===== src/include/dramif_pkg.sv =====
/*
 * Constants, field layout, carrier types and state codes of the DRAM
 * direct interface.
 * Assumes a single 125 MHz clock and a 32-bit AXI4-Lite register port.
 */
`default_nettype none
package dramif_pkg;
  // ****************************************
  // Register offsets (byte addresses)
  // ****************************************
  localparam logic [7:0] OFS_BUS_CTRL = 8'h00;
  localparam logic [7:0] OFS_MEM_CTRL = 8'h04;
  localparam logic [7:0] OFS_WAIT_CTRL = 8'h08;
  localparam logic [7:0] OFS_REFRESH_ENABLE_CTRL = 8'h0c;
  localparam logic [7:0] OFS_REFRESH_ENABLE_CNT = 8'h10;
  localparam logic [7:0] OFS_REFRESH_ENABLE_CMP = 8'h14;
  localparam logic [7:0] OFS_STATUS = 8'h18;
  // ****************************************
  // Field positions
  // ****************************************
  localparam int BC_TYPE_LSB = 0;
  localparam int BC_WIDTH32_BIT = 3;
  localparam int MC_TRP_BIT = 0;
  localparam int MC_RCD_BIT = 1;
  localparam int MC_AMX_LSB = 2;
  localparam int MC_BURST_BIT = 5;
  localparam int MC_RHOLD_BIT = 6;
  localparam int MC_REFRESH_MODE_SELECT_BIT = 7;
  localparam int MC_RFEN_BIT = 8;
  localparam int MC_RWIDTH_BIT = 9;
  localparam int WC_WAIT_LSB = 0;
  localparam int RC_CKS_LSB = 0;
  // ****************************************
  // Reset values and encodings
  // ****************************************
  localparam logic [15:0] RST_BUS_CTRL = 16'h0008;
  localparam logic [15:0] RST_MEM_CTRL = 16'h0000;
  localparam logic [15:0] RST_WAIT_CTRL = 16'h0003;
  localparam logic [15:0] RST_REFRESH_ENABLE_CTRL = 16'h0000;
  localparam logic [7:0] RST_REFRESH_ENABLE_CNT = 8'h00;
  localparam logic [7:0] RST_REFRESH_ENABLE_CMP = 8'h00;
  localparam logic [2:0] MEM_TYPE_DRAM = 3'h2;
  localparam logic [1:0] RESP_OKAY = 2'h0;
  localparam logic [1:0] RESP_SLVERR = 2'h2;
  // ****************************************
  // Timing counts
  // ****************************************
  localparam int COL_BITS_BASE = 8;
  localparam logic [1:0] WAIT_STATES_MAX = 2'h2;
  localparam logic [1:0] REFRESH_ENABLE_RAS_SHORT = 2'h1;
  localparam logic [1:0] REFRESH_ENABLE_RAS_LONG = 2'h2;
  localparam logic [11:0] PRESC_MASK [0:7] = '{12'h000, 12'h003, 12'h00f,
    12'h03f, 12'h0ff, 12'h3ff, 12'h7ff, 12'hfff};
  // ****************************************
  // Carriers and states
  // ****************************************
  typedef struct packed {
    logic [26:1] addr;
    logic write;
    logic [3:0] be;
    logic [31:0] wdata;
  } dramif_req_t;

  typedef struct packed {
    logic ras_n;
    logic [3:0] cas_n;
    logic rd_wr_n;
    logic wdata_oe;
  } dramif_ctl_t;

  typedef enum logic [11:0] {
    ST_IDLE = 12'h001,
    ST_PRE = 12'h002,
    ST_PREW = 12'h004,
    ST_ROW = 12'h008,
    ST_ROWW = 12'h010,
    ST_COL = 12'h020,
    ST_CWAIT = 12'h040,
    ST_CAP = 12'h080,
    ST_RPRE = 12'h100,
    ST_RPREW = 12'h200,
    ST_RCAS = 12'h400,
    ST_RRAS = 12'h800
  } dramif_state_t;
endpackage : dramif_pkg
`default_nettype wire


===== src/rtl/dramif_ctrl.sv =====
/*
 * DRAM direct interface: AXI4-Lite register file, access sequencer for
 * area three, page burst with row hold, CAS-before-RAS refresh.
 * Assumes one 125 MHz clock; CPU requester holds a request until ready.
 */
`timescale 1ns/1ns
`default_nettype none
module dramif_ctrl #(
  parameter int ADDR_W = 8,
  parameter int CNT_W = 8
) (
  // Clock and reset
  input wire logic aclk,
  input wire logic aresetn,
  // AXI4-Lite slave
  input wire logic s_axi_awvalid,
  output logic s_axi_awready,
  input wire logic [ADDR_W-1:0] s_axi_awaddr,
  input wire logic s_axi_wvalid,
  output logic s_axi_wready,
  input wire logic [31:0] s_axi_wdata,
  input wire logic [3:0] s_axi_wstrb,
  output logic s_axi_bvalid,
  input wire logic s_axi_bready,
  output logic [1:0] s_axi_bresp,
  input wire logic s_axi_arvalid,
  output logic s_axi_arready,
  input wire logic [ADDR_W-1:0] s_axi_araddr,
  output logic s_axi_rvalid,
  input wire logic s_axi_rready,
  output logic [31:0] s_axi_rdata,
  output logic [1:0] s_axi_rresp,
  // CPU access port for area three
  input wire logic cpu_req_valid,
  input wire dramif_pkg::dramif_req_t cpu_req,
  output logic cpu_req_ready,
  output logic cpu_done,
  output logic [31:0] cpu_rdata,
  // DRAM pins
  output logic [26:1] dram_addr,
  output logic dram_ras_n,
  output logic [3:0] col_strobe_n,
  output logic dram_rd_wr_n,
  output logic [31:0] dram_wdata,
  output logic dram_wdata_oe,
  input wire logic [31:0] dram_rdata,
  input wire logic dram_wait_n,
  input wire logic [3:0] ord_wr_strobe_n
);
  import dramif_pkg::*;

  logic [15:0] bus_control_reg_one, memory_control_reg, wait_control_reg;
  logic [15:0] refresh_timer_ctrl;
  logic [CNT_W-1:0] refresh_compare_value, refresh_counter;
  logic aw_got_r, w_got_r, wr_fire, cnt_load;
  logic [ADDR_W-1:0] awaddr_r;
  logic [31:0] wdata_r, rd_mux;
  logic [3:0] wstrb_r;
  logic wr_hit, rd_hit;
  logic [2:0] memory_type_select;
  logic width32, precharge_extend, row_col_delay_extend;
  logic [1:0] addr_mux_select, area_three_wait_count, wait_states;
  logic page_burst_enable, row_hold_mode, refresh_mode_select;
  logic refresh_enable, refresh_row_width, is_dram, refresh_enable_match;
  dramif_state_t st_r, st_nxt;
  dramif_req_t cur_r;
  dramif_ctl_t ctl_r, ctl_nxt;
  logic [1:0] wcnt_r, wcnt_nxt;
  logic refresh_enable_pend_r, refresh_enable_go, same_row, row_phase_nxt, hold_ok;
  logic [26:1] src_addr, mux_addr;
  logic [3:0] lane_mask, src_be;

  function automatic logic [15:0] merge(input logic [15:0] old,
      input logic [31:0] val, input logic [3:0] strb);
    merge = {strb[1] ? val[15:8] : old[15:8], strb[0] ? val[7:0] : old[7:0]};
  endfunction : merge

  function automatic logic [26:1] row_key(input logic [26:1] a,
      input logic [1:0] sel);
    row_key = a >> (COL_BITS_BASE + int'(sel));
  endfunction : row_key

  // ****************************************
  // Register fields
  // ****************************************
  // The reserved mux bit is stored but never used by the sequencer
  assign memory_type_select = bus_control_reg_one[BC_TYPE_LSB +: 3];
  assign width32 = bus_control_reg_one[BC_WIDTH32_BIT];
  assign precharge_extend = memory_control_reg[MC_TRP_BIT];
  assign row_col_delay_extend = memory_control_reg[MC_RCD_BIT];
  assign addr_mux_select = memory_control_reg[MC_AMX_LSB +: 2];
  assign page_burst_enable = memory_control_reg[MC_BURST_BIT];
  assign row_hold_mode = memory_control_reg[MC_RHOLD_BIT];
  assign refresh_mode_select = memory_control_reg[MC_REFRESH_MODE_SELECT_BIT];
  assign refresh_enable = memory_control_reg[MC_RFEN_BIT];
  assign refresh_row_width = memory_control_reg[MC_RWIDTH_BIT];
  assign area_three_wait_count = wait_control_reg[WC_WAIT_LSB +: 2];
  assign is_dram = (memory_type_select == MEM_TYPE_DRAM);
  assign lane_mask = width32 ? 4'hf : 4'h3;
  assign wait_states = (area_three_wait_count > WAIT_STATES_MAX) ?
                       WAIT_STATES_MAX : area_three_wait_count;

  // ****************************************
  // AXI4-Lite slave
  // ****************************************
  assign s_axi_awready = !aw_got_r && !s_axi_bvalid;
  assign s_axi_wready = !w_got_r && !s_axi_bvalid;
  assign s_axi_arready = !s_axi_rvalid;
  assign wr_fire = aw_got_r && w_got_r;
  assign wr_hit = awaddr_r inside {OFS_BUS_CTRL, OFS_MEM_CTRL, OFS_WAIT_CTRL,
                  OFS_REFRESH_ENABLE_CTRL, OFS_REFRESH_ENABLE_CNT, OFS_REFRESH_ENABLE_CMP, OFS_STATUS};
  assign cnt_load = wr_fire && awaddr_r == OFS_REFRESH_ENABLE_CNT && wstrb_r[0];

  always_ff @(posedge aclk) begin
    if (!aresetn) begin
      aw_got_r <= 1'b0;
      w_got_r <= 1'b0;
      awaddr_r <= '0;
      wdata_r <= 32'h0000_0000;
      wstrb_r <= 4'h0;
      s_axi_bvalid <= 1'b0;
      s_axi_bresp <= RESP_OKAY;
    end else begin
      if (s_axi_awvalid && s_axi_awready) begin
        aw_got_r <= 1'b1;
        awaddr_r <= s_axi_awaddr;
      end
      if (s_axi_wvalid && s_axi_wready) begin
        w_got_r <= 1'b1;
        wdata_r <= s_axi_wdata;
        wstrb_r <= s_axi_wstrb;
      end
      if (wr_fire) begin
        aw_got_r <= 1'b0;
        w_got_r <= 1'b0;
        s_axi_bvalid <= 1'b1;
        s_axi_bresp <= wr_hit ? RESP_OKAY : RESP_SLVERR;
      end else if (s_axi_bready) begin
        s_axi_bvalid <= 1'b0;
      end
    end
  end

  always_ff @(posedge aclk) begin
    if (!aresetn) begin
      bus_control_reg_one <= RST_BUS_CTRL;
      memory_control_reg <= RST_MEM_CTRL;
      wait_control_reg <= RST_WAIT_CTRL;
      refresh_timer_ctrl <= RST_REFRESH_ENABLE_CTRL;
      refresh_compare_value <= CNT_W'(RST_REFRESH_ENABLE_CMP);
    end else if (wr_fire) begin
      case (awaddr_r)
        OFS_BUS_CTRL: bus_control_reg_one <=
          merge(bus_control_reg_one, wdata_r, wstrb_r) & 16'h000f;
        OFS_MEM_CTRL: memory_control_reg <=
          merge(memory_control_reg, wdata_r, wstrb_r) & 16'h03ff;
        OFS_WAIT_CTRL: wait_control_reg <=
          merge(wait_control_reg, wdata_r, wstrb_r) & 16'h0003;
        OFS_REFRESH_ENABLE_CTRL: refresh_timer_ctrl <=
          merge(refresh_timer_ctrl, wdata_r, wstrb_r) & 16'h0007;
        OFS_REFRESH_ENABLE_CMP: if (wstrb_r[0]) refresh_compare_value <=
          wdata_r[CNT_W-1:0];
        default: ;
      endcase
    end
  end

  always_comb begin
    rd_hit = 1'b1;
    rd_mux = 32'h0000_0000;
    case (s_axi_araddr)
      OFS_BUS_CTRL: rd_mux = {16'h0000, bus_control_reg_one};
      OFS_MEM_CTRL: rd_mux = {16'h0000, memory_control_reg};
      OFS_WAIT_CTRL: rd_mux = {16'h0000, wait_control_reg};
      OFS_REFRESH_ENABLE_CTRL: rd_mux = {16'h0000, refresh_timer_ctrl};
      OFS_REFRESH_ENABLE_CNT: rd_mux = 32'(refresh_counter);
      OFS_REFRESH_ENABLE_CMP: rd_mux = 32'(refresh_compare_value);
      OFS_STATUS: rd_mux = {29'h0000_0000, !ctl_r.ras_n, refresh_enable_pend_r,
                            st_r != ST_IDLE};
      default: rd_hit = 1'b0;
    endcase
  end

  always_ff @(posedge aclk) begin
    if (!aresetn) begin
      s_axi_rvalid <= 1'b0;
      s_axi_rdata <= 32'h0000_0000;
      s_axi_rresp <= RESP_OKAY;
    end else if (s_axi_arvalid && s_axi_arready) begin
      s_axi_rvalid <= 1'b1;
      s_axi_rdata <= rd_mux;
      s_axi_rresp <= rd_hit ? RESP_OKAY : RESP_SLVERR;
    end else if (s_axi_rready) begin
      s_axi_rvalid <= 1'b0;
    end
  end

  // ****************************************
  // Refresh request
  // ****************************************
  dramif_refresh_enable_timer #(.CNT_W(CNT_W)) u_timer (
    .aclk(aclk),
    .aresetn(aresetn),
    .clk_sel(refresh_timer_ctrl[RC_CKS_LSB +: 3]),
    .compare(refresh_compare_value),
    .load(cnt_load),
    .load_val(wdata_r[CNT_W-1:0]),
    .count(refresh_counter),
    .match(refresh_enable_match)
  );

  // One flag only: a match while pending replaces, never queues
  always_ff @(posedge aclk) begin
    if (!aresetn) refresh_enable_pend_r <= 1'b0;
    else refresh_enable_pend_r <= refresh_enable_match || (refresh_enable_pend_r && st_nxt != ST_RPRE);
  end
  assign refresh_enable_go = refresh_enable_pend_r && refresh_enable && !refresh_mode_select &&
                   is_dram;

  // ****************************************
  // Access sequencer
  // ****************************************
  // Refresh only starts where a bus cycle has ended
  assign cpu_req_ready = cpu_req_valid && is_dram && !refresh_enable_go &&
                         (st_r == ST_IDLE || st_r == ST_CAP);
  assign same_row = page_burst_enable && !ctl_r.ras_n &&
    row_key(cpu_req.addr, addr_mux_select) ==
    row_key(cur_r.addr, addr_mux_select);
  assign hold_ok = page_burst_enable && row_hold_mode && !ctl_r.ras_n;

  always_comb begin
    st_nxt = st_r;
    wcnt_nxt = wcnt_r;
    case (st_r)
      ST_IDLE, ST_CAP: begin
        if (cpu_req_ready) begin
          if (same_row) st_nxt = ST_COL;
          else if (!ctl_r.ras_n) st_nxt = ST_PRE;
          else if (st_r == ST_IDLE) st_nxt = ST_PRE;
          else st_nxt = precharge_extend ? ST_PREW : ST_ROW;
        end else if (refresh_enable_go) begin
          st_nxt = ST_RPRE;
        end else begin
          st_nxt = ST_IDLE;
        end
      end
      ST_PRE: st_nxt = precharge_extend ? ST_PREW : ST_ROW;
      ST_PREW: st_nxt = ST_ROW;
      ST_ROW: st_nxt = row_col_delay_extend ? ST_ROWW : ST_COL;
      ST_ROWW: st_nxt = ST_COL;
      ST_COL: begin
        wcnt_nxt = wait_states - 2'h1;
        st_nxt = (wait_states == 2'h0) ? ST_CAP : ST_CWAIT;
      end
      ST_CWAIT: begin
        if (wcnt_r != 2'h0) wcnt_nxt = wcnt_r - 2'h1;
        else if (area_three_wait_count != 2'h0 && !dram_wait_n)
          st_nxt = ST_CWAIT;
        else st_nxt = ST_CAP;
      end
      ST_RPRE: st_nxt = precharge_extend ? ST_RPREW : ST_RCAS;
      ST_RPREW: st_nxt = ST_RCAS;
      ST_RCAS: begin
        st_nxt = ST_RRAS;
        wcnt_nxt = refresh_row_width ? REFRESH_ENABLE_RAS_LONG : REFRESH_ENABLE_RAS_SHORT;
      end
      ST_RRAS: begin
        wcnt_nxt = wcnt_r - 2'h1;
        if (wcnt_r == 2'h1) st_nxt = ST_IDLE;
      end
      default: st_nxt = ST_IDLE;
    endcase
  end

  // ****************************************
  // Pin control
  // ****************************************
  assign src_addr = cpu_req_ready ? cpu_req.addr : cur_r.addr;
  assign src_be = cpu_req_ready ? cpu_req.be : cur_r.be;
  assign row_phase_nxt = st_nxt inside {ST_PRE, ST_PREW, ST_ROW, ST_ROWW};

  dramif_addr_mux u_amux (
    .addr(src_addr),
    .mux_sel(addr_mux_select),
    .row_phase(row_phase_nxt),
    .addr_out(mux_addr)
  );

  always_comb begin
    ctl_nxt.ras_n = !(st_nxt inside {ST_ROW, ST_ROWW, ST_COL, ST_CWAIT,
      ST_RRAS} || (st_nxt == ST_CAP && page_burst_enable) ||
      (st_nxt == ST_IDLE && hold_ok));
    ctl_nxt.cas_n = 4'hf;
    if (st_nxt inside {ST_COL, ST_CWAIT})
      ctl_nxt.cas_n = ~(src_be & lane_mask);
    else if (st_nxt inside {ST_RCAS, ST_RRAS})
      ctl_nxt.cas_n = ~lane_mask;
    ctl_nxt.rd_wr_n = !(cpu_req_ready ? cpu_req.write : cur_r.write) ||
                      !(st_nxt inside {ST_ROW, ST_ROWW, ST_COL, ST_CWAIT});
    ctl_nxt.wdata_oe = !ctl_nxt.rd_wr_n;
  end

  always_ff @(posedge aclk) begin
    if (!aresetn) begin
      st_r <= ST_IDLE;
      wcnt_r <= 2'h0;
      ctl_r <= '{ras_n: 1'b1, cas_n: 4'hf, rd_wr_n: 1'b1, wdata_oe: 1'b0};
      dram_addr <= '0;
    end else begin
      st_r <= st_nxt;
      wcnt_r <= wcnt_nxt;
      ctl_r <= ctl_nxt;
      dram_addr <= mux_addr;
    end
  end

  always_ff @(posedge aclk) begin
    if (!aresetn) begin
      cur_r <= '0;
      cpu_rdata <= 32'h0000_0000;
    end else begin
      if (cpu_req_ready) cur_r <= cpu_req;
      if (st_r inside {ST_COL, ST_CWAIT} && st_nxt == ST_CAP && !cur_r.write)
        cpu_rdata <= dram_rdata;
    end
  end

  // Shared pins: ordinary-area write strobes reach the DRAM too
  assign col_strobe_n = ctl_r.cas_n & ord_wr_strobe_n;
  assign dram_ras_n = ctl_r.ras_n;
  assign dram_rd_wr_n = ctl_r.rd_wr_n;
  assign dram_wdata_oe = ctl_r.wdata_oe;
  assign dram_wdata = cur_r.wdata;
  assign cpu_done = (st_r == ST_CAP);
endmodule : dramif_ctrl
`default_nettype wire


===== src/rtl/dramif_addr_mux.sv =====
/*
 * Row/column address multiplexer for the DRAM address pins.
 * Assumes the caller registers the result before it reaches the pins.
 */
`timescale 1ns/1ns
`default_nettype none
module dramif_addr_mux (
  // Source
  input wire logic [26:1] addr,
  input wire logic [1:0] mux_sel,
  input wire logic row_phase,
  // Pins
  output logic [26:1] addr_out
);
  import dramif_pkg::*;
  logic [26:1] shifted;

  // ****************************************
  // Multiplexing
  // ****************************************
  always_comb begin
    shifted = addr >> (COL_BITS_BASE + int'(mux_sel));
    addr_out[26:14] = addr[26:14];
    addr_out[13:1] = row_phase ? shifted[13:1] : addr[13:1];
  end

endmodule : dramif_addr_mux
`default_nettype wire


===== src/rtl/dramif_refresh_enable_timer.sv =====
/*
 * Refresh interval timer: prescaler, up counter and compare match.
 * Assumes software loads compare and counter before selecting a clock.
 */
`timescale 1ns/1ns
`default_nettype none
module dramif_refresh_enable_timer #(
  parameter int CNT_W = 8
) (
  // Clock and reset
  input wire logic aclk,
  input wire logic aresetn,
  // Control
  input wire logic [2:0] clk_sel,
  input wire logic [CNT_W-1:0] compare,
  input wire logic load,
  input wire logic [CNT_W-1:0] load_val,
  // Status
  output logic [CNT_W-1:0] count,
  output logic match
);
  import dramif_pkg::*;
  logic [11:0] presc_r;
  logic [CNT_W-1:0] cnt_r;
  logic match_r;
  logic tick;

  // ****************************************
  // Prescaler
  // ****************************************
  // Select zero stops counting, so software can set up safely first
  assign tick = (clk_sel != 3'h0) &&
                ((presc_r & PRESC_MASK[clk_sel]) == PRESC_MASK[clk_sel]);

  always_ff @(posedge aclk) begin
    if (!aresetn) presc_r <= 12'h000;
    else presc_r <= presc_r + 12'h001;
  end

  // ****************************************
  // Counter and compare
  // ****************************************
  always_ff @(posedge aclk) begin
    if (!aresetn) begin
      cnt_r <= CNT_W'(RST_REFRESH_ENABLE_CNT);
      match_r <= 1'b0;
    end else begin
      match_r <= 1'b0;
      if (load) begin
        cnt_r <= load_val;
      end else if (tick) begin
        if (cnt_r == compare) begin
          cnt_r <= '0;
          match_r <= 1'b1;
        end else begin
          cnt_r <= cnt_r + CNT_W'(1);
        end
      end
    end
  end

  assign count = cnt_r;
  assign match = match_r;
endmodule : dramif_refresh_enable_timer
`default_nettype wire


===== config.mk =====
export PLATFORM = sky130hd
export DESIGN_NAME = dramif_ctrl
export DESIGN_NICKNAME = d
export VERILOG_FILES = /design/src/include/dramif_pkg.sv /design/src/rtl/dramif_ctrl.sv /design/src/rtl/dramif_addr_mux.sv /design/src/rtl/dramif_refresh_enable_timer.sv
export SDC_FILE = /design/constraint.sdc
export NUM_CORES = 1
export LEC_CHECK = 0
export BUFFER_PORTS_ARGS = -buffer_cell sky130_fd_sc_hd__buf_2
export CAP_MARGIN = 0
export CORE_MARGIN = 8
export CORE_UTILIZATION = 42
export CTS_CLUSTER_DIAMETER = 150
export DETAILED_ROUTE_END_ITERATION = 8
export PLACE_DENSITY = 0.64
export SLEW_MARGIN = 10
export SYNTH_ARGS = -nofsm -noshare
export SYNTH_HDL_FRONTEND = slang
export SYNTH_SLANG_ARGS = --single-unit

===== constraint.sdc =====
create_clock -name aclk -period 3.3 [get_ports aclk]
set_input_delay 0.66 -clock aclk [delete_from_list [all_inputs] [get_ports aclk]]
set_output_delay 0.66 -clock aclk [all_outputs]
set_load 0.02 [all_outputs]

==> results of run 1 <==
critical path, stage by stage (launching register included):
cell	delay, ns
dfxtp_1	0.38
or3b_1	0.43
or3b_1	0.42
or2_4	0.42
inv_2	0.17
buf_2	0.21
per-stage QoR:
stage          setup slack [ns]  power [mW]  utilization, %
3_3_place_gp              0.429        3.16            46.7
5_1_grt                  0.0132        6.20            50.1
3_5_place_dp              0.424        3.16            46.7
4_1_cts                  0.0588        6.06            50.1
2_1_floorplan             0.598        3.03               -
6_report                 0.0880        5.98            50.1
cell usage after synthesis (all sizes together) (6+ instances only):
cell type | count | area share, %
and3 | 7 | 0.42
mux4 | 16 | 3.6
mux2i | 41 | 3.9
o21ai | 29 | 1.4
nor2b | 9 | 0.54
a21oi | 136 | 6.5
nor4 | 17 | 1.4
nand2 | 256 | 9.1
a22oi | 18 | 1.7
xor2 | 13 | 1.1
a31oi | 7 | 0.42
dfxtp | 227 | 43
nand2b | 9 | 0.54
a311oi | 6 | 0.56
xnor2 | 24 | 2.0
clkbuf | 46 | 1.8
a221oi | 10 | 1.4
nand4 | 15 | 0.89
and2 | 13 | 0.80
nand3b | 7 | 0.50
buf | 84 | 6.2
inv | 16 | 0.57
nor2 | 78 | 2.8
a22o | 8 | 0.67
nand3 | 17 | 0.81
cell type report:
type                            count  area share, %
Clock buffer                       37           6.12
Clock inverter                     10          0.822
Inverter                           17          0.551
Multi-Input combinational cell    847           41.2
Sequential cell                   227           36.4
Tap cell                          330           3.31
Timing Repair Buffer              274           11.6
kinds of logic (layout without fill, tap and decap cells):
family / after synthesis / in the layout / share of synthesized area [%]
AOI/OAI and AO/OA: 253 / 253 / 15.7
xor gates and xnor gates: 37 / 37 / 3.08
adders and majority gates: 4 / 4 / 0.476
buffers and inverters: 148 / 338 / 8.77
DFF: 227 / 227 / 43.2
muxes: 60 / 60 / 7.79
other: 1 / 24 / 0.0356
and+or+nand+nor: 469 / 469 / 21.0
power groups by stage:
stage	logic, mW	clock network [mW]	registers (mW)
finish	0.305	2.88	2.80
detailed placement	0.306	0	2.86
global placement	0.303	0	2.85
floorplan	0.183	0	2.85
CTS	0.307	2.96	2.79
global route	0.333	3.07	2.80
worst min-delay path by stage:
stage	start	end	slack (ns)	cells after the start
after CTS	s_axi_rready	s_axi_rvalid$_SDFFE_PN0P_	0.30	2
after floorplan	u_timer.match$_SDFF_PP0_	refresh_enable_pend_r$_SDFF_PN0_	0.41	2
after detailed placement	u_timer.match$_SDFF_PP0_	refresh_enable_pend_r$_SDFF_PN0_	0.42	2
after global routing	s_axi_rready	s_axi_rvalid$_SDFFE_PN0P_	0.32	2
final	s_axi_rready	s_axi_rvalid$_SDFFE_PN0P_	0.32	2
after global placement	u_timer.match$_SDFF_PP0_	refresh_enable_pend_r$_SDFF_PN0_	0.42	2
layer usage:
layer / part of all wire, % / global-route usage (%)
met4: 1.2 / 3.60
met3: 8.3 / 6.25
met2: 48 / 31.9
met1: 42 / 23.2
met5: 0.073 / 0
==> results.toml, run 1 <==
[clock_network]
cts.sink_count = 227
clk_latency_ns = 0.52
clkTransAtPathRegs_ns = 0.06
postCtsSetupBuffers = 0
cts_buffers = 26
cts_tree = "yes"
cts_max_level = 1
hold_buffers = 0
root_buffer = "clkbuf_16"
cts_buffer_depth = 3
postCtsResizedCells = 0

[synth]
synthDistinctLibCells = 82
syn_area_um2 = 10500
ys_warn_count = 0
synth_area_per_cell_um2 = 8.77
ys_ff_latch = 227
ys_seq_area_share_pct = 43.2
synth_cells = 1199
synth_edf_count = 0
synth_top_flop_cell = "dfxtp_1"
async_flop_share_pct = 0

[power_and_ir_drop]
p_sw_share_pct = 22.3
power_frac_clock_pct = 48.1
power.switching_mw = 1.34
combPwrFrac_pct = 5.1
peakVddDrop_v = 0.000420
seq_power_share_pct = 46.8
leakage_nw = 5.20
internal_power_mw = 4.64
powerDensity_nw_per_um2 = 479

[critical_path]
worstReg2RegEnd = "dram_addr[1]$_SDFF_PN0_"
worstSetupStartpoint = "bus_control_reg_one[1]$_SDFFE_PN0P_"
cp-endpoint = "cpu_req_ready"
worstPathArrival_ns = 2.55
worstSetupEndpointType = "output port"
r2r_slack_ns = 0.40
required_ns = 2.64
regToRegStartpoint = "bus_control_reg_one[1]$_SDFFE_PN0P_"
crit_path_max_fanout = 28
rr_worst_depth = 7
path_class = "reg -> out"
cp-start-kind = "flop"

[global_route]
grt_pass1_vias = 8848
track_usage_pct = 18.9
grt_pass1_wl_mm = 47.6
grt_overflow = 0
antenna_found_initial = 2
grt_max_degree = 91

[sta]
post-route-min-period_ns = 3.21
rsz0062_at_grt = "false"
fmax_ghz = 0.311
final.period_utilization_pct = 97.3
skew_ns = 0.00994
hold_viol = 0
final.setup.tns_ns = 0
hold_slack_ns = 0.323
relSlewSlack_pct = 48.6
finalMaxSlewViolations = 0
setup_viol = 0
worst_pin_slew_ns = 0.770

[floorplan]
die_h_um = 174
die_w_um = 174
start_util_pct = 42.3
die-area_um2 = 30400
rows = 58
io_pins = 300
core_region_area_um2 = 24900

[final_layout]
drive_above_1_share_pct = 26.3
layout.cells.most_common = "nand2_1"
num-fill-cells = 2400
multiInputGateArea_um2 = 5140
stdcell_count = 1742
antenna_cells = 0
seq_area_um2 = 4540
fin_nets = 1557
syn_to_final_growth_pct = 18.6
design_area_um2 = 12500
mostFrequentLayoutCells = "nand2_1 (256), buf_2 (251), dfxtp_1 (227), a21oi_1 (135), nor2_1 (78)"

[placement]
gp_congestion = 0.883
port_buffers = 251
dp_cells = 1695
dpl_cell_area_um2 = 11600
dpl.hpwl_mm = 22.4

[detailed_routing]
drtPass1Iterations = 5
ant_nets = 0
dr_total_vias = 9036
avgViaCountPerCell = 5.19
routed_wl_mm = 30.3
post-route-drc-count = 0
drtIter0Drc = 558
wire_per_inst_um = 17.4

[run_status]
status = "completed"

[hold_path]
hp-class = "in -> reg"

[job]
max_cap_violations = 0
Note: power is estimated with default switching activity, not from simulation.
==> inputs of run 2 (changes only) <==
--- a/config.mk
+++ b/config.mk
@@ -11,7 +11,7 @@
 export CORE_UTILIZATION = 42
 export CTS_CLUSTER_DIAMETER = 150
 export DETAILED_ROUTE_END_ITERATION = 8
-export PLACE_DENSITY = 0.64
+export PLACE_DENSITY = 0.63
 export SLEW_MARGIN = 10
 export SYNTH_ARGS = -nofsm -noshare
 export SYNTH_HDL_FRONTEND = slang
==> results.toml, run 2 (synthesis results as in run 1) <==
[final_layout]
fin_nets = 1567
layout.cells.most_common = "nand2_1"
final_core_util_pct = 50.4
mostFrequentLayoutCells = "nand2_1 (256), buf_2 (251), dfxtp_1 (227), a21oi_1 (135), nor2_1 (78)"
syn_to_final_growth_pct = 19.2
num-fill-cells = 2401
drive_above_1_share_pct = 26.7

[detailed_routing]
dr_total_vias = 9084
drtPass1Iterations = 5
avgViaCountPerCell = 5.18
drtIter0Drc = 537
wire_per_inst_um = 17.3
post-route-drc-count = 0
routed_wl_mm = 30.2
ant_nets = 0

[sta]
fmax_ghz = 0.318
worst_pin_slew_ns = 0.750
skew_ns = 0.00947
post-route-min-period_ns = 3.14
fin_ws_ns = 0.160
finalMaxSlewViolations = 0
final.period_utilization_pct = 95.2
relSlewSlack_pct = 49.9
hold_viol = 0
final.setup.tns_ns = 0
setup_viol = 0
rsz0062_at_grt = "false"

[clock_network]
clk_latency_ns = 0.54
cts_buffers = 27
clkTransAtPathRegs_ns = 0.05
root_buffer = "clkbuf_16"
cts_buffer_depth = 3
hold_buffers = 0
cts_max_level = 1
cts.sink_count = 227
cts_tree = "yes"

[critical_path]
worstSetupEndpointType = "output port"
required_ns = 2.64
cp-start-kind = "flop"
crit_path_max_fanout = 9
path_class = "reg -> out"
worstPathArrival_ns = 2.48

[run_status]
status = "completed"

[power_and_ir_drop]
leakage_nw = 5.23
powerDensity_nw_per_um2 = 472
peakVddDrop_v = 0.000485

[floorplan]
die-area_um2 = 30400
io_pins = 300
core_region_area_um2 = 24900
die_w_um = 174
die_h_um = 174
start_util_pct = 42.3
rows = 58

[global_route]
grt_overflow = 0
antenna_found_initial = 5
grt_pass1_wl_mm = 48.0
grt_pass1_vias = 9035
track_usage_pct = 18.9
grt_max_degree = 66

[job]
max_cap_violations = 0

[placement]
dpl.hpwl_mm = 22.0
port_buffers = 251
dp_worst_setup_slack_ns = 0.318
gp_congestion = 0.891

[hold_path]
hp-class = "in -> reg"
## run 2: worst paths after layout
check | startpoint | to | slack [ns] | depth (start not counted)
min | s_axi_rready | s_axi_rvalid$_SDFFE_PN0P_ | 0.31 | 2
max reg2reg | bus_control_reg_one[1]$_SDFFE_PN0P_ | dram_addr[4]$_SDFF_PN0_ | 0.50 | 6
min reg2reg | u_timer.match$_SDFF_PP0_ | refresh_enable_pend_r$_SDFF_PN0_ | 0.43 | 2
max | bus_control_reg_one[1]$_SDFFE_PN0P_ | cpu_req_ready | 0.16 | 5
## run 2: stage by stage
step           instances  cell area [µm²]  hold slack, ns  power, mW
2_1_floorplan       1222            10600           0.411       3.03
3_3_place_gp        1697            11600           0.425       3.16
3_5_place_dp        1697            11600           0.431       3.16
4_1_cts             1744            12500           0.284       5.98
5_1_grt             1752            12500           0.304       6.12
6_report            1752            12500           0.308       5.91
## run 2: repair_timing
item,in CTS,in global routing
pin swaps,0,1
gates cloned,0,1
setup endpoints to repair,1,1
buffers inserted,0,6
resized for setup,1,0
## run 2: cell type report
cell class	count	area (µm²)	area share, %
sequential	227	4540	36.2
inverter	17	68.8	0.549
antenna	1	2.50	0.0200
multi-input combinational	848	5160	41.1
timing repair buffer	282	1510	12.1
tap	330	413	3.29
clock buffer	41	788	6.29
clock inverter	6	51.3	0.409
## run 2: worst max-delay path, cell delays in order (launching register included)
cell and delay (ns):
dfxtp_1 0.34, or3b_1 0.41, or3b_1 0.47, or2_4 0.35, inv_2 0.16, buf_2 0.22
## run 2: per-layer routing
layer | share of wire [%] | up-vias | GRT usage (%) | wire length [µm]
li1 | - | 4505 | - | -
met1 | 43 | 4204 | 23.4 | 13000
met2 | 46 | 316 | 30.8 | 13800
met3 | 8.7 | 51 | 6.66 | 2630
met4 | 2.3 | 8 | 5.09 | 699
met5 | 0.16 | - | 0 | 49
## run 2: power breakdown
group / switching [mW] / internal (mW) / total [mW] / leakage [nW]
combinational: 0.187 / 0.120 / 0.306 / 2.98
sequential: 0.0286 / 2.77 / 2.80 / 1.83
clock: 1.16 / 1.65 / 2.81 / 0.412
total: 1.38 / 4.53 / 5.91 / 5.23
==> inputs of run 3 (changes only) <==
--- a/config.mk
+++ b/config.mk
@@ -11,6 +11,7 @@
 export CORE_UTILIZATION = 42
 export CTS_CLUSTER_DIAMETER = 150
 export DETAILED_ROUTE_END_ITERATION = 8
+export GPL_TIMING_DRIVEN = 0
 export PLACE_DENSITY = 0.63
 export SLEW_MARGIN = 10
 export SYNTH_ARGS = -nofsm -noshare
==> results.toml, run 3 (synthesis results as in run 1) <==
[final_layout]
drive_above_1_share_pct = 28.4
seq_area_um2 = 4550
final_core_util_pct = 52.7
num-fill-cells = 2393
stdcell_count = 1846
fin_nets = 1662
syn_to_final_growth_pct = 24.6
multiInputGateArea_um2 = 5150
design_area_um2 = 13100
mostFrequentLayoutCells = "buf_2 (256), nand2_1 (256), dfxtp_1 (226), a21oi_1 (135), nor2_1 (78)"

[sta]
fin_ws_ns = 0.0722
final.setup.tns_ns = 0
hold_viol = 0
relSlewSlack_pct = 36.2
post-route-min-period_ns = 3.23
skew_ns = 0.00669
fmax_ghz = 0.310
worst_pin_slew_ns = 0.949
final.period_utilization_pct = 97.8
finalMaxSlewViolations = 0
hold_slack_ns = 0.328
setup_viol = 0

[floorplan]
start_util_pct = 42.3
core_region_area_um2 = 24900
die_h_um = 174
die_w_um = 174
io_pins = 300
rows = 58
die-area_um2 = 30400

[hold_path]
min_to = "s_axi_rvalid$_SDFFE_PN0P_"
hp-start = "s_axi_rready"
holdPathStages = 2
hp-class = "in -> reg"

[placement]
dpl_cell_area_um2 = 12300
gp_congestion = 0.916
dp_cells = 1800
dpl.hpwl_mm = 26.0
port_buffers = 248
dp_worst_setup_slack_ns = 0.00927

[critical_path]
crit_path_max_fanout = 10
path_class = "reg -> out"
worstPathArrival_ns = 2.57
worstSetupEndpointType = "output port"
required_ns = 2.64
rr_worst_depth = 8
regToRegStartpoint = "st_r[7]$_SDFF_PN0_"
r2r_slack_ns = 0.25
worstSetupStartpoint = "bus_control_reg_one[2]$_SDFFE_PN0P_"
worstReg2RegEnd = "dram_addr[13]$_SDFF_PN0_"
cp-start-kind = "flop"

[global_route]
grt_overflow = 0
grt_pass1_vias = 9446
track_usage_pct = 21.3
antenna_found_initial = 5
grt_max_degree = 19
grt_pass1_wl_mm = 52.8

[job]
max_cap_violations = 0

[detailed_routing]
met3WireLength_mm = 3.05
dr.max_layer_used = "met5"
drtPass1Iterations = 5
wire_per_inst_um = 18.2
drtIter0Drc = 630
routed_wl_mm = 33.7
ant_nets = 0
post-route-drc-count = 0
avgViaCountPerCell = 5.20
met1_length_mm = 14.5
met2_length_mm = 15.5
dr_total_vias = 9605

[clock_network]
hold_buffers = 0
cts_buffers = 25
clkTransAtPathRegs_ns = 0.06
root_buffer = "clkbuf_16"
cts_max_level = 1
cts_tree = "yes"
cts_buffer_depth = 3
clk_latency_ns = 0.52
cts.sink_count = 227

[power_and_ir_drop]
peakVddDrop_v = 0.000500
leakage_nw = 5.57
total_power_mw = 5.87
powerDensity_nw_per_um2 = 448

[run_status]
status = "completed"
[run 3: critical path: stages, from the launching register on]
cell,delay [ns]
dfxtp_1,0.34
or3b_4,0.42
or3b_1,0.38
or2_1,0.26
buf_6,0.15
buf_6,0.16
inv_6,0.10
buf_12,0.10
buf_4,0.13
[run 3: how the worst max path moves through the flow]
stage | slack [ns] | cells past startpoint | end
after global placement | -0.02 | 10 | cpu_req_ready
final | 0.07 | 8 | cpu_req_ready
after global routing | -0.0005 | 8 | cpu_req_ready
after CTS | 0.01 | 8 | cpu_req_ready
after detailed placement | 0.009 | 10 | cpu_req_ready
after floorplan | 0.60 | 8 | cpu_req_ready
[run 3: layout make-up]
class,count,area share (%)
timing repair buffer,250,9.60
tap,330,3.15
antenna,2,0.0382
multi-input combinational,847,39.3
clock buffer,34,5.56
inverter,17,0.525
buffer,130,6.60
clock inverter,9,0.573
sequential,227,34.7
[run 3: timing repair]
action / in CTS / in global routing
resized for setup: 6 / 3
hold endpoints to repair: 0 / 0
setup buffers: 2 / 0
pin swaps: 1 / 0
endpoints found under the setup margin: 1 / 1
[run 3: where the power goes]
group          total (mW)  leakage (nW)  switching [mW]  internal, mW
registers            2.80          1.83          0.0307          2.77
clock network        2.73         0.399            1.12          1.61
logic               0.345          3.34           0.207         0.137
total                5.87          5.57            1.35          4.52
[run 3: metal layers]
metal / track usage (%) / vias up
met2: 35.0 / 347
met3: 6.62 / 52
li1: - / 4703
met4: 4.52 / 6
met1: 27.1 / 4497
met5: 0 / -
